===== src/design/reload_timer_map.svh =====
// Register offsets, field positions and reset values of the reload timer.
// Assumes inclusion by bare name from the timer module and the bench.
`ifndef RELOAD_TIMER_MAP_SVH
`define RELOAD_TIMER_MAP_SVH
`define MODE_ADDR 8'hA3
`define COUNT_ADDR 8'hA4
`define RELOAD_ADDR 8'hA5
`define FLAGS_ADDR 8'hA6
`define MODE_RUN_BIT 7
`define MODE_RATE_HI 6
`define MODE_RATE_LO 4
`define MODE_TRIG_BIT 0
`define FLAGS_IRQ_BIT 0
`define FLAGS_IEN_BIT 1
`define REG_RESET 8'h00
`define COUNT_FULL 8'hFF
`define COUNT_STEP 8'h01
`define PRESCALE_MAX 8'hFF
`define READ_ZERO 8'h00
`endif


===== src/design/reload_timer_pkg.sv =====
// Types shared by the reload timer.
// Assumes the map header is on the include path.
package reload_timer_pkg;
   typedef logic [7:0] byte_t;
   typedef logic [2:0] rate_t;
   typedef enum logic [1:0] {
      ST_IDLE,
      ST_WAIT_TRIG,
      ST_COUNT
   } run_state_t;
endpackage : reload_timer_pkg


===== src/design/pulse_triggered_reload_timer.sv =====
// Eight-bit reload timer with prescaler, overflow flag and pulse trigger mode.
// Assumes a single 40 MHz clock; companion pulse status comes from another clock domain.
// What this block does
// - Counter holds while run enable is 0, counts when it is 1.
// - Counter adds one per tick; overflow is the tick taken at FF.
// - Overflow sets the request flag; software clears it.
// - An overflow with no count write in the same cycle reloads the counter from the active reload value.
// - Reload writes go to a holding buffer, moved to active on overflow.
// - With interrupt enable set, overflow raises an interrupt request.
// - Keeps counting in every power mode and never drives wake-up.
// - Rate codes 000 to 111 divide instruction clock by 256 down to 2.
// - Counter spans 256 steps, one per prescaled tick.
// - Trigger mode bit 0 is normal timing, 1 is pulse triggered.
// - In triggered mode, wait idle until a companion pulse starts.
// - A new trigger before overflow reloads and restarts without flag.
// - Overflow after pulse finished reloads, keeps counting, sets flag.
// - Overflow during active pulse reloads and flags, then clears companion bits one cycle later.
// - Companion trigger is software pulse bit when output on, source 0.
//
// Implementation choice: the plain strobed port.
`include "reload_timer_map.svh"
module pulse_triggered_reload_timer (
   input wire logic mclk_in,
   input wire logic rst_n_in,
   input wire logic instr_tick_in,
   input wire reload_timer_pkg::byte_t addr_in,
   input wire reload_timer_pkg::byte_t wdata_in,
   input wire logic wr_in,
   input wire logic rd_in,
   output reload_timer_pkg::byte_t rdata_out,
   input wire logic companion_pulse_output_enable_in,
   input wire logic companion_trigger_source_in,
   input wire logic companion_software_pulse_bit_in,
   input wire logic companion_pulse_active_in,
   output logic companion_shutdown_out,
   output logic irq_out,
   output logic wake_out
);
   import reload_timer_pkg::*;

   logic run_ff;
   rate_t rate_ff;
   logic trig_mode_ff;
   logic ien_ff;
   logic irq_ff;
   byte_t count_ff;
   byte_t reload_buf_ff;
   byte_t reload_act_ff;
   byte_t presc_ff;
   byte_t rdata_ff;
   run_state_t state_ff;
   logic [2:0] sw_sync_ff;
   logic [2:0] act_sync_ff;
   logic sw_level_ff;
   logic act_level_ff;
   logic trig_ff;
   logic shutdown_ff;

   // Rate code to tick mask: code 0 divides by 256, code 7 by 2
   function automatic byte_t rate_mask(input rate_t code);
      byte_t m;
      m = `PRESCALE_MAX >> code;
      return m;
   endfunction : rate_mask

   logic wr_mode;
   logic wr_count;
   logic wr_reload;
   logic wr_flags;
   logic tick;
   logic counting;
   logic overflow;
   logic trigger_ok;

   assign wr_mode = wr_in && (addr_in == `MODE_ADDR);
   assign wr_count = wr_in && (addr_in == `COUNT_ADDR);
   assign wr_reload = wr_in && (addr_in == `RELOAD_ADDR);
   assign wr_flags = wr_in && (addr_in == `FLAGS_ADDR);

   // Prescaler runs on instruction-clock strobes, reset while stopped
   always_ff @(posedge mclk_in) begin
      if (!rst_n_in || !run_ff) begin
         presc_ff <= `REG_RESET;
      end else if (instr_tick_in) begin
         presc_ff <= presc_ff + `COUNT_STEP;
      end
   end
   assign tick = instr_tick_in && ((presc_ff & rate_mask(rate_ff)) == rate_mask(rate_ff));

   assign counting = (state_ff == ST_COUNT);
   assign overflow = counting && tick && (count_ff == `COUNT_FULL);

   // Companion status passes three flops; a change counts when stages two and three agree
   always_ff @(posedge mclk_in) begin
      if (!rst_n_in) begin
         sw_sync_ff <= 3'h0;
         act_sync_ff <= 3'h0;
         sw_level_ff <= 1'b0;
         act_level_ff <= 1'b0;
      end else begin
         sw_sync_ff <= {sw_sync_ff[1:0], companion_software_pulse_bit_in};
         act_sync_ff <= {act_sync_ff[1:0], companion_pulse_active_in};
         if (sw_sync_ff[1] == sw_sync_ff[2]) begin
            sw_level_ff <= sw_sync_ff[2];
         end
         if (act_sync_ff[1] == act_sync_ff[2]) begin
            act_level_ff <= act_sync_ff[2];
         end
      end
   end

   // Source is the software pulse bit only when output on and source select 0
   assign trigger_ok = companion_pulse_output_enable_in && !companion_trigger_source_in;

   // Single-cycle trigger on rising software pulse bit
   always_ff @(posedge mclk_in) begin
      if (!rst_n_in) begin
         trig_ff <= 1'b0;
      end else begin
         trig_ff <= trigger_ok && sw_sync_ff[2] && !sw_level_ff && (sw_sync_ff[1] == sw_sync_ff[2]);
      end
   end

   // Mode register
   always_ff @(posedge mclk_in) begin
      if (!rst_n_in) begin
         run_ff <= 1'b0;
         rate_ff <= 3'h0;
         trig_mode_ff <= 1'b0;
      end else if (wr_mode) begin
         run_ff <= wdata_in[`MODE_RUN_BIT];
         rate_ff <= wdata_in[`MODE_RATE_HI:`MODE_RATE_LO];
         trig_mode_ff <= wdata_in[`MODE_TRIG_BIT];
      end
   end

   // Run state
   always_ff @(posedge mclk_in) begin
      if (!rst_n_in) begin
         state_ff <= ST_IDLE;
      end else if (!run_ff) begin
         state_ff <= ST_IDLE;
      end else begin
         unique case (state_ff)
            ST_IDLE: begin
               state_ff <= trig_mode_ff ? ST_WAIT_TRIG : ST_COUNT;
            end
            ST_WAIT_TRIG: begin
               if (trig_ff) begin
                  state_ff <= ST_COUNT;
               end
            end
            ST_COUNT: begin
               state_ff <= ST_COUNT;
            end
            default: begin
               state_ff <= ST_IDLE;
            end
         endcase
      end
   end

   // Counter with auto reload
   always_ff @(posedge mclk_in) begin
      if (!rst_n_in) begin
         count_ff <= `REG_RESET;
      end else if (wr_count) begin
         count_ff <= wdata_in;
      end else if (overflow) begin
         count_ff <= reload_act_ff;
      end else if (counting && trig_mode_ff && trig_ff) begin
         count_ff <= reload_act_ff;
      end else if (counting && tick) begin
         count_ff <= count_ff + `COUNT_STEP;
      end
   end

   // Double-buffered reload: active copy follows the written copy at overflow
   always_ff @(posedge mclk_in) begin
      if (!rst_n_in) begin
         reload_buf_ff <= `REG_RESET;
         reload_act_ff <= `REG_RESET;
      end else begin
         if (wr_reload) begin
            reload_buf_ff <= wdata_in;
         end
         if (wr_reload && !run_ff) begin
            reload_act_ff <= wdata_in;
         end else if (overflow) begin
            reload_act_ff <= reload_buf_ff;
         end
      end
   end

   // Overflow flag and interrupt enable; set wins over clear
   always_ff @(posedge mclk_in) begin
      if (!rst_n_in) begin
         irq_ff <= 1'b0;
         ien_ff <= 1'b0;
      end else begin
         if (wr_flags) begin
            ien_ff <= wdata_in[`FLAGS_IEN_BIT];
         end
         if (overflow) begin
            irq_ff <= 1'b1;
         end else if (wr_flags && !wdata_in[`FLAGS_IRQ_BIT]) begin
            irq_ff <= 1'b0;
         end
      end
   end
   assign irq_out = irq_ff && ien_ff;
   assign wake_out = 1'b0;

   // Forced companion shutdown on overflow during an active pulse
   always_ff @(posedge mclk_in) begin
      if (!rst_n_in) begin
         shutdown_ff <= 1'b0;
      end else begin
         shutdown_ff <= overflow && trig_mode_ff && act_level_ff;
      end
   end
   assign companion_shutdown_out = shutdown_ff;

   // Read data one cycle after the strobe; reload reads as zero
   always_ff @(posedge mclk_in) begin
      if (!rst_n_in) begin
         rdata_ff <= `READ_ZERO;
      end else if (rd_in) begin
         unique case (addr_in)
            `MODE_ADDR: rdata_ff <= {run_ff, rate_ff, 3'h0, trig_mode_ff};
            `COUNT_ADDR: rdata_ff <= count_ff;
            `FLAGS_ADDR: rdata_ff <= {6'h00, ien_ff, irq_ff};
            default: rdata_ff <= `READ_ZERO;
         endcase
      end else begin
         rdata_ff <= `READ_ZERO;
      end
   end
   assign rdata_out = rdata_ff;

   chk_ovf_sets_flag: assert property (@(posedge mclk_in) disable iff (!rst_n_in)
      overflow |=> irq_ff) else $error("overflow did not set flag");
   chk_ovf_reloads: assert property (@(posedge mclk_in) disable iff (!rst_n_in)
      overflow && !wr_count |=> count_ff == $past(reload_act_ff)) else $error("no reload at overflow");
   chk_buf_moves: assert property (@(posedge mclk_in) disable iff (!rst_n_in)
      overflow && !wr_reload |=> reload_act_ff == $past(reload_buf_ff)) else $error("buffer not moved");
   chk_hold_stopped: assert property (@(posedge mclk_in) disable iff (!rst_n_in)
      !run_ff && !wr_count && !$past(run_ff) |=> $stable(count_ff)) else $error("count moved while stopped");
   chk_irq_gate: assert property (@(posedge mclk_in) disable iff (!rst_n_in)
      overflow && ien_ff && !wr_flags |=> irq_out) else $error("enabled overflow gave no irq");
   chk_wait_trig: assert property (@(posedge mclk_in) disable iff (!rst_n_in)
      state_ff == ST_WAIT_TRIG && !wr_count |=> $stable(count_ff)) else $error("counted before trigger");
   chk_retrig_noflag: assert property (@(posedge mclk_in) disable iff (!rst_n_in)
      counting && trig_mode_ff && trig_ff && !overflow && !irq_ff && !wr_count |=> !irq_ff && count_ff == $past(reload_act_ff))
      else $error("retrigger misbehaved");
   chk_shutdown: assert property (@(posedge mclk_in) disable iff (!rst_n_in)
      overflow && trig_mode_ff && act_level_ff |=> companion_shutdown_out ##1 (!companion_shutdown_out || $past(overflow)))
      else $error("no companion shutdown");
   chk_trig_pulse: assert property (@(posedge mclk_in) disable iff (!rst_n_in)
      trig_ff |=> !trig_ff) else $error("trigger longer than one cycle");

   // Counting, prescaler and run state
   chk_count_step: assert property (@(posedge mclk_in) disable iff (!rst_n_in)
      counting && tick && count_ff != `COUNT_FULL && !wr_count && !(trig_mode_ff && trig_ff)
      |=> count_ff == $past(count_ff) + `COUNT_STEP) else $error("count did not step");
   chk_step_per_tick: assert property (@(posedge mclk_in) disable iff (!rst_n_in)
      counting && !tick && !wr_count && !(trig_mode_ff && trig_ff) |=> $stable(count_ff))
      else $error("count moved without tick");
   chk_fast_rate: assert property (@(posedge mclk_in) disable iff (!rst_n_in)
      tick && (&rate_ff) |=> !tick) else $error("fastest rate ticked twice in a row");
   chk_presc_stopped: assert property (@(posedge mclk_in) disable iff (!rst_n_in)
      !run_ff |=> presc_ff == `REG_RESET) else $error("prescaler ran while stopped");
   chk_idle_state: assert property (@(posedge mclk_in) disable iff (!rst_n_in)
      !run_ff |=> state_ff == ST_IDLE) else $error("not idle while stopped");
   chk_normal_start: assert property (@(posedge mclk_in) disable iff (!rst_n_in)
      state_ff == ST_IDLE && run_ff && !trig_mode_ff |=> counting) else $error("normal mode did not start");
   chk_wait_holds: assert property (@(posedge mclk_in) disable iff (!rst_n_in)
      state_ff == ST_WAIT_TRIG && run_ff && !trig_ff |=> state_ff == ST_WAIT_TRIG)
      else $error("left wait without trigger");

   // Flag, interrupt and reload buffer
   chk_flag_holds: assert property (@(posedge mclk_in) disable iff (!rst_n_in)
      irq_ff && !wr_flags |=> irq_ff) else $error("flag dropped without software clear");
   chk_flag_clear: assert property (@(posedge mclk_in) disable iff (!rst_n_in)
      wr_flags && !wdata_in[`FLAGS_IRQ_BIT] && !overflow |=> !irq_ff) else $error("flag clear ignored");
   chk_ien_clear: assert property (@(posedge mclk_in) disable iff (!rst_n_in)
      wr_flags && !wdata_in[`FLAGS_IEN_BIT] |=> !irq_out) else $error("irq while disabled");
   chk_no_wake: assert property (@(posedge mclk_in) disable iff (!rst_n_in)
      overflow |=> irq_ff && !wake_out) else $error("overflow drove wake-up");
   chk_buf_write: assert property (@(posedge mclk_in) disable iff (!rst_n_in)
      wr_reload |=> reload_buf_ff == $past(wdata_in)) else $error("reload write lost");
   chk_reload_hold: assert property (@(posedge mclk_in) disable iff (!rst_n_in)
      !overflow && !(wr_reload && !run_ff) |=> $stable(reload_act_ff)) else $error("active reload moved early");

   // Trigger mode and companion control
   chk_quiet_pulse: assert property (@(posedge mclk_in) disable iff (!rst_n_in)
      overflow && !act_level_ff |=> !companion_shutdown_out && irq_ff) else $error("finished pulse misbehaved");
   chk_shutdown_cause: assert property (@(posedge mclk_in) disable iff (!rst_n_in)
      companion_shutdown_out |-> $past(overflow) && $past(trig_mode_ff) && $past(act_level_ff))
      else $error("shutdown without cause");
   chk_trig_source: assert property (@(posedge mclk_in) disable iff (!rst_n_in)
      trig_ff |-> $past(trigger_ok)) else $error("trigger from wrong source");

   // Main scenarios
   cov_overflow: cover property (@(posedge mclk_in) disable iff (!rst_n_in) overflow);
   cov_retrigger: cover property (@(posedge mclk_in) disable iff (!rst_n_in) counting && trig_mode_ff && trig_ff);
   cov_shutdown: cover property (@(posedge mclk_in) disable iff (!rst_n_in) companion_shutdown_out);
   cov_wait_start: cover property (@(posedge mclk_in) disable iff (!rst_n_in) state_ff == ST_WAIT_TRIG && trig_ff);
   cov_fast_tick: cover property (@(posedge mclk_in) disable iff (!rst_n_in) tick && (&rate_ff));
endmodule : pulse_triggered_reload_timer


===== config.mk =====
export PLATFORM = sky130hd
export DESIGN_NAME = pulse_triggered_reload_timer
export DESIGN_NICKNAME = d
export VERILOG_FILES = /design/src/design/reload_timer_pkg.sv /design/src/design/pulse_triggered_reload_timer.sv
export VERILOG_INCLUDE_DIRS = /design/src /design/src/design
export SDC_FILE = /design/constraint.sdc
export NUM_CORES = 1
export LEC_CHECK = 0
export CAP_MARGIN = 20
export CORE_MARGIN = 2
export CORE_UTILIZATION = 55
export CTS_CLUSTER_DIAMETER = 200
export DETAILED_ROUTE_END_ITERATION = 7
export DONT_BUFFER_PORTS = 1
export GPL_ROUTABILITY_DRIVEN = 1
export GPL_TIMING_DRIVEN = 0
export PLACE_DENSITY = 0.7
export SETUP_SLACK_MARGIN = 0.05
export SYNTH_ARGS = -nofsm -noshare
export SYNTH_HDL_FRONTEND = slang
export SYNTH_SLANG_ARGS = --single-unit

===== constraint.sdc =====
create_clock -name mclk_in -period 2.3 [get_ports mclk_in]
set_clock_uncertainty 0.2 [all_clocks]
set_input_delay 0 -clock mclk_in [delete_from_list [all_inputs] [get_ports mclk_in]]
set_output_delay 0 -clock mclk_in [all_outputs]
set_load 0.01 [all_outputs]

==> results.md <==
| Metric | Reported | Unit |
|:---|:---|:---|
| Result of the run | finished, violations left | - |
| Failing checks | hold timing | - |
| Clk Latency, worst-skew pair | 340 | ps |
| Largest fanout on the critical path | 7 | - |
| Initial core utilization | 56.3 | % |
| Clock-pin slew on the worst setup and hold paths | 70 | ps |
| Die Footprint | 0.00579 | mm2 |
| Nature of the critical path endpoint | flip-flop | - |
| Synthesized netlist net count | 350 | - |
| Instance count after placement with tap cells included | 389 | - |
| Maximum ir drop on the vdd rail | 0.438 | mV |
| Initial antenna violation count | 0 | - |
| Buffers from clock root to sink, at most | 2 | - |
| DRC errors left | 0 | - |
| Post-synthesis cell type count | 59 | - |
| Congestion Overflow GR | 0 | - |
| Maximum number of pins on one net before global-route repair | 11 | - |
| First-pass iteration count of the detailed router | 4 | - |
| Post-synthesis register bit count | 59 | - |
| Antenna-violating nets left | 0 | - |
| CTS buffer count | 9 | - |
| Post-Synthesis Cell Area | 0.00286 | mm2 |
| Total inserted antenna cells | 0 | - |
| Number of clock sinks seen by CTS | 59 | - |
| Total wirelength of the detailed-routed design | 6.84 | mm |
| CTS tree | built | - |
| Number of global-route vias before repair | 2,267 | - |
| Final total power | 0.00208 | W |
| Post-detailed-placement cell area | 0.00295 | mm2 |
| Arrival @ worst endpoint | 2180 | ps |
| Gp weighted congestion | 0.878 | - |
| Post-Layout Inst Area | 0.00340 | mm2 |
| Areal power density over the cells | 611 | mW/mm2 |
| Buffers added on ports | 0 | - |
| Ys Warns | 0 | - |
| Highest clock rate | 472 | MHz |
| Fraction of the cycle the final worst path needs | 92.2 | % |
| Kind of launch point of the worst setup path | flip-flop | - |
| Floorplan die width | 76.1 | um |
| Synthesized instance count | 319 | - |
| Core ar. | 0.00507 | mm2 |
| Count of non-filler cells in the finished layout | 429 | - |
| Post-synth EDFFs | 0 | - |
| Final worst path period need | 2120 | ps |
| Post-CTS setup buffers | 0 | - |
| Height of the die | 76.1 | um |
| Share of synthesized registers carrying an async set or reset | 0 | % |
| CTS H-tree lvls | 3 | - |
| Area delta synth->final | 19.1 | % |
| Number of nets in the finished design | 385 | - |
| Starting DRT DRC Count | 150 | - |
| Num rows | 26 | - |
| Io pins | 36 | - |
| Count of vias placed by the detailed router | 2,489 | - |
| Main flop type after synthesis | sky130_fd_sc_hd__dfxtp_1 | - |
| Class of the tightest hold or removal check | primary input to flip-flop | - |
| Setup-violating endpoint count in the final report | 0 | - |
| Proportion of layout cells with a drive suffix above 1 | 13.4 | % |
| Leakage power | 1.25 | nW |
| Max-capacitance violation count | 0 | - |
| Setup repair after global routing missed its margin | false | - |
| Final count of hold timing violations | 1 | - |
| Hold_ws | -42.7 | ps |
| Global-route wire length before repair | 11.1 | mm |
| Total Negative Setup Slacks | 0 | ps |
| Combined global-route utilization of all metal layers | 24.3 | % |
| Sequential share of the synthesized area | 41.3 | % |
| Post-DP HPWL | 4.73 | mm |
| Average cell area after synthesis | 8.96 | um2 |
| Mean number of vias per cell | 5.80 | - |
| Root Driver | sky130_fd_sc_hd__clkbuf_8 | - |
| Worst EP required | 2360 | ps |
| Critical path type | flip-flop to flip-flop | - |
| Slew Limit Fails | 0 | - |
| Drt wl/cell | 15.9 | um |
## synth_stat cells, drive strengths merged, types with 6 or more instances
cell	n	share of area, %
dfxtp	59	41
nand2	34	4.5
nor2	22	3.0
o21ai	20	3.6
nand3	18	3.2
mux2i	13	4.6
a21oi	12	2.1
nand4	10	2.2
nor2b	10	2.2
a31oi	9	2.5
buf	9	2.4
a21boi	8	2.1
and2	8	1.8
clkbuf	7	1.0
and3	6	1.5
ha	6	2.6
nor3	6	1.1
xor2	6	1.8
## report_power, final
part           total (W)  leakage, nW  internal (W)  switching [W]
Clock           0.000962        0.106      0.000558       0.000404
Sequential       0.00103        0.477       0.00103     0.00000262
Combinational  0.0000881        0.666     0.0000436      0.0000445
## state kept, by name, indices dropped and copies added (netlist names), 2 cells and up
signal	cells
rate_ff	3
act_sync_ff	3
presc_ff	8
state_ff	2
count_ff	8
sw_sync_ff	3
reload_act_ff	8
reload_buf_ff	8
rdata_out	8
## layout by cell type, fill, tap and decap left out, types with 3 or more instances in the layout
master and n:
sky130_fd_sc_hd__nor4b_1 3, sky130_fd_sc_hd__clkbuf_1 6, sky130_fd_sc_hd__a22oi_1 4, sky130_fd_sc_hd__a21oi_1 12, sky130_fd_sc_hd__buf_6 3, sky130_fd_sc_hd__o21ai_1 5
sky130_fd_sc_hd__nand3_1 18, sky130_fd_sc_hd__nand2_1 34, sky130_fd_sc_hd__a21boi_0 8, sky130_fd_sc_hd__dfxtp_1 57, sky130_fd_sc_hd__xnor2_1 5, sky130_fd_sc_hd__and4_1 3
sky130_fd_sc_hd__nor3_1 6, sky130_fd_sc_hd__or3_1 3, sky130_fd_sc_hd__xor2_1 6, sky130_fd_sc_hd__a32oi_1 3, sky130_fd_sc_hd__and3_2 5, sky130_fd_sc_hd__nand4_1 10
sky130_fd_sc_hd__and2_1 8, sky130_fd_sc_hd__inv_1 5, sky130_fd_sc_hd__buf_2 4, sky130_fd_sc_hd__mux2i_1 13, sky130_fd_sc_hd__ha_1 5, sky130_fd_sc_hd__dlygate4sd3_1 24
sky130_fd_sc_hd__nor2b_1 10, sky130_fd_sc_hd__o31ai_1 3, sky130_fd_sc_hd__clkbuf_8 11, sky130_fd_sc_hd__a31oi_1 8, sky130_fd_sc_hd__nor2_1 20, sky130_fd_sc_hd__o21ai_0 14
## per-stage QoR
stage | setup slack (ps) | utilization (%)
final | 180 | 67.1
after floorplan | 327 | -
after detailed placement | -62.6 | 58.0
after CTS | 60.2 | 67.1
after global placement | -36.3 | 58.0
after global routing | 64.1 | 67.1
## layout make-up
class                           instances  area (um2)
Fill cell                             460        1670
Timing Repair Buffer                   24         240
Inverter                                5        18.8
Buffer                                 17         106
Multi-Input combinational cell        238        1560
Clock buffer                           12         155
Tap cell                               70        87.6
Sequential cell                        59        1180
Clock inverter                          4        48.8
## routing by layer
metal	GRT usage [%]	vias to the layer above	wire length (um)
met2	37.1	77	3180
li1	-	1235	-
met4	12.7	0	182
met5	0	-	0
met3	4.74	18	373
met1	32.8	1159	3100
## worst max-delay path, stage by stage, from the launching register on
cell and delay (ps):
sky130_fd_sc_hd__dfxtp_2 400, sky130_fd_sc_hd__ha_2 250, sky130_fd_sc_hd__nand3_1 120, sky130_fd_sc_hd__a211o_1 300, sky130_fd_sc_hd__or4_1 520, sky130_fd_sc_hd__o311a_1 130, sky130_fd_sc_hd__o211ai_2 130
## path summary, 6_finish.rpt
| check | slack, ps | cells past startpoint | to | from |
|---|---|---|---|---|
| min reg2reg | 240 | 1 | act_sync_ff[1] | act_sync_ff[0] |
| max reg2reg | 180 | 6 | count_ff[0] | count_ff[0] |
| min | -40 | 4 | irq_ff | addr_in[2] |
| max | 180 | 6 | count_ff[0] | count_ff[0] |
## cell families (layout without fill, tap and decap cells)
group | count (synthesis) | count (layout) | synth area share (%)
AO/OA/AOI/OAI | 71 | 71 | 17.6
XOR/XNOR | 11 | 11 | 3.37
adder cells (fa/ha/maj) | 6 | 6 | 2.63
buffers and inverters | 22 | 62 | 4.38
flip-flops | 59 | 59 | 41.3
multiplexers | 13 | 13 | 4.55
other | 1 | 1 | 0.131
AND/OR/NAND/NOR | 136 | 136 | 26.0
## timing repair
action	4_1_cts	5_1_grt
endpoints found under the setup margin	3	14
cloned	0	0
gates resized for setup	1	4
hold buffers	25	0
pin swaps	0	1
hold endpoints to repair	55	0
(Power assumes the default switching activity.)
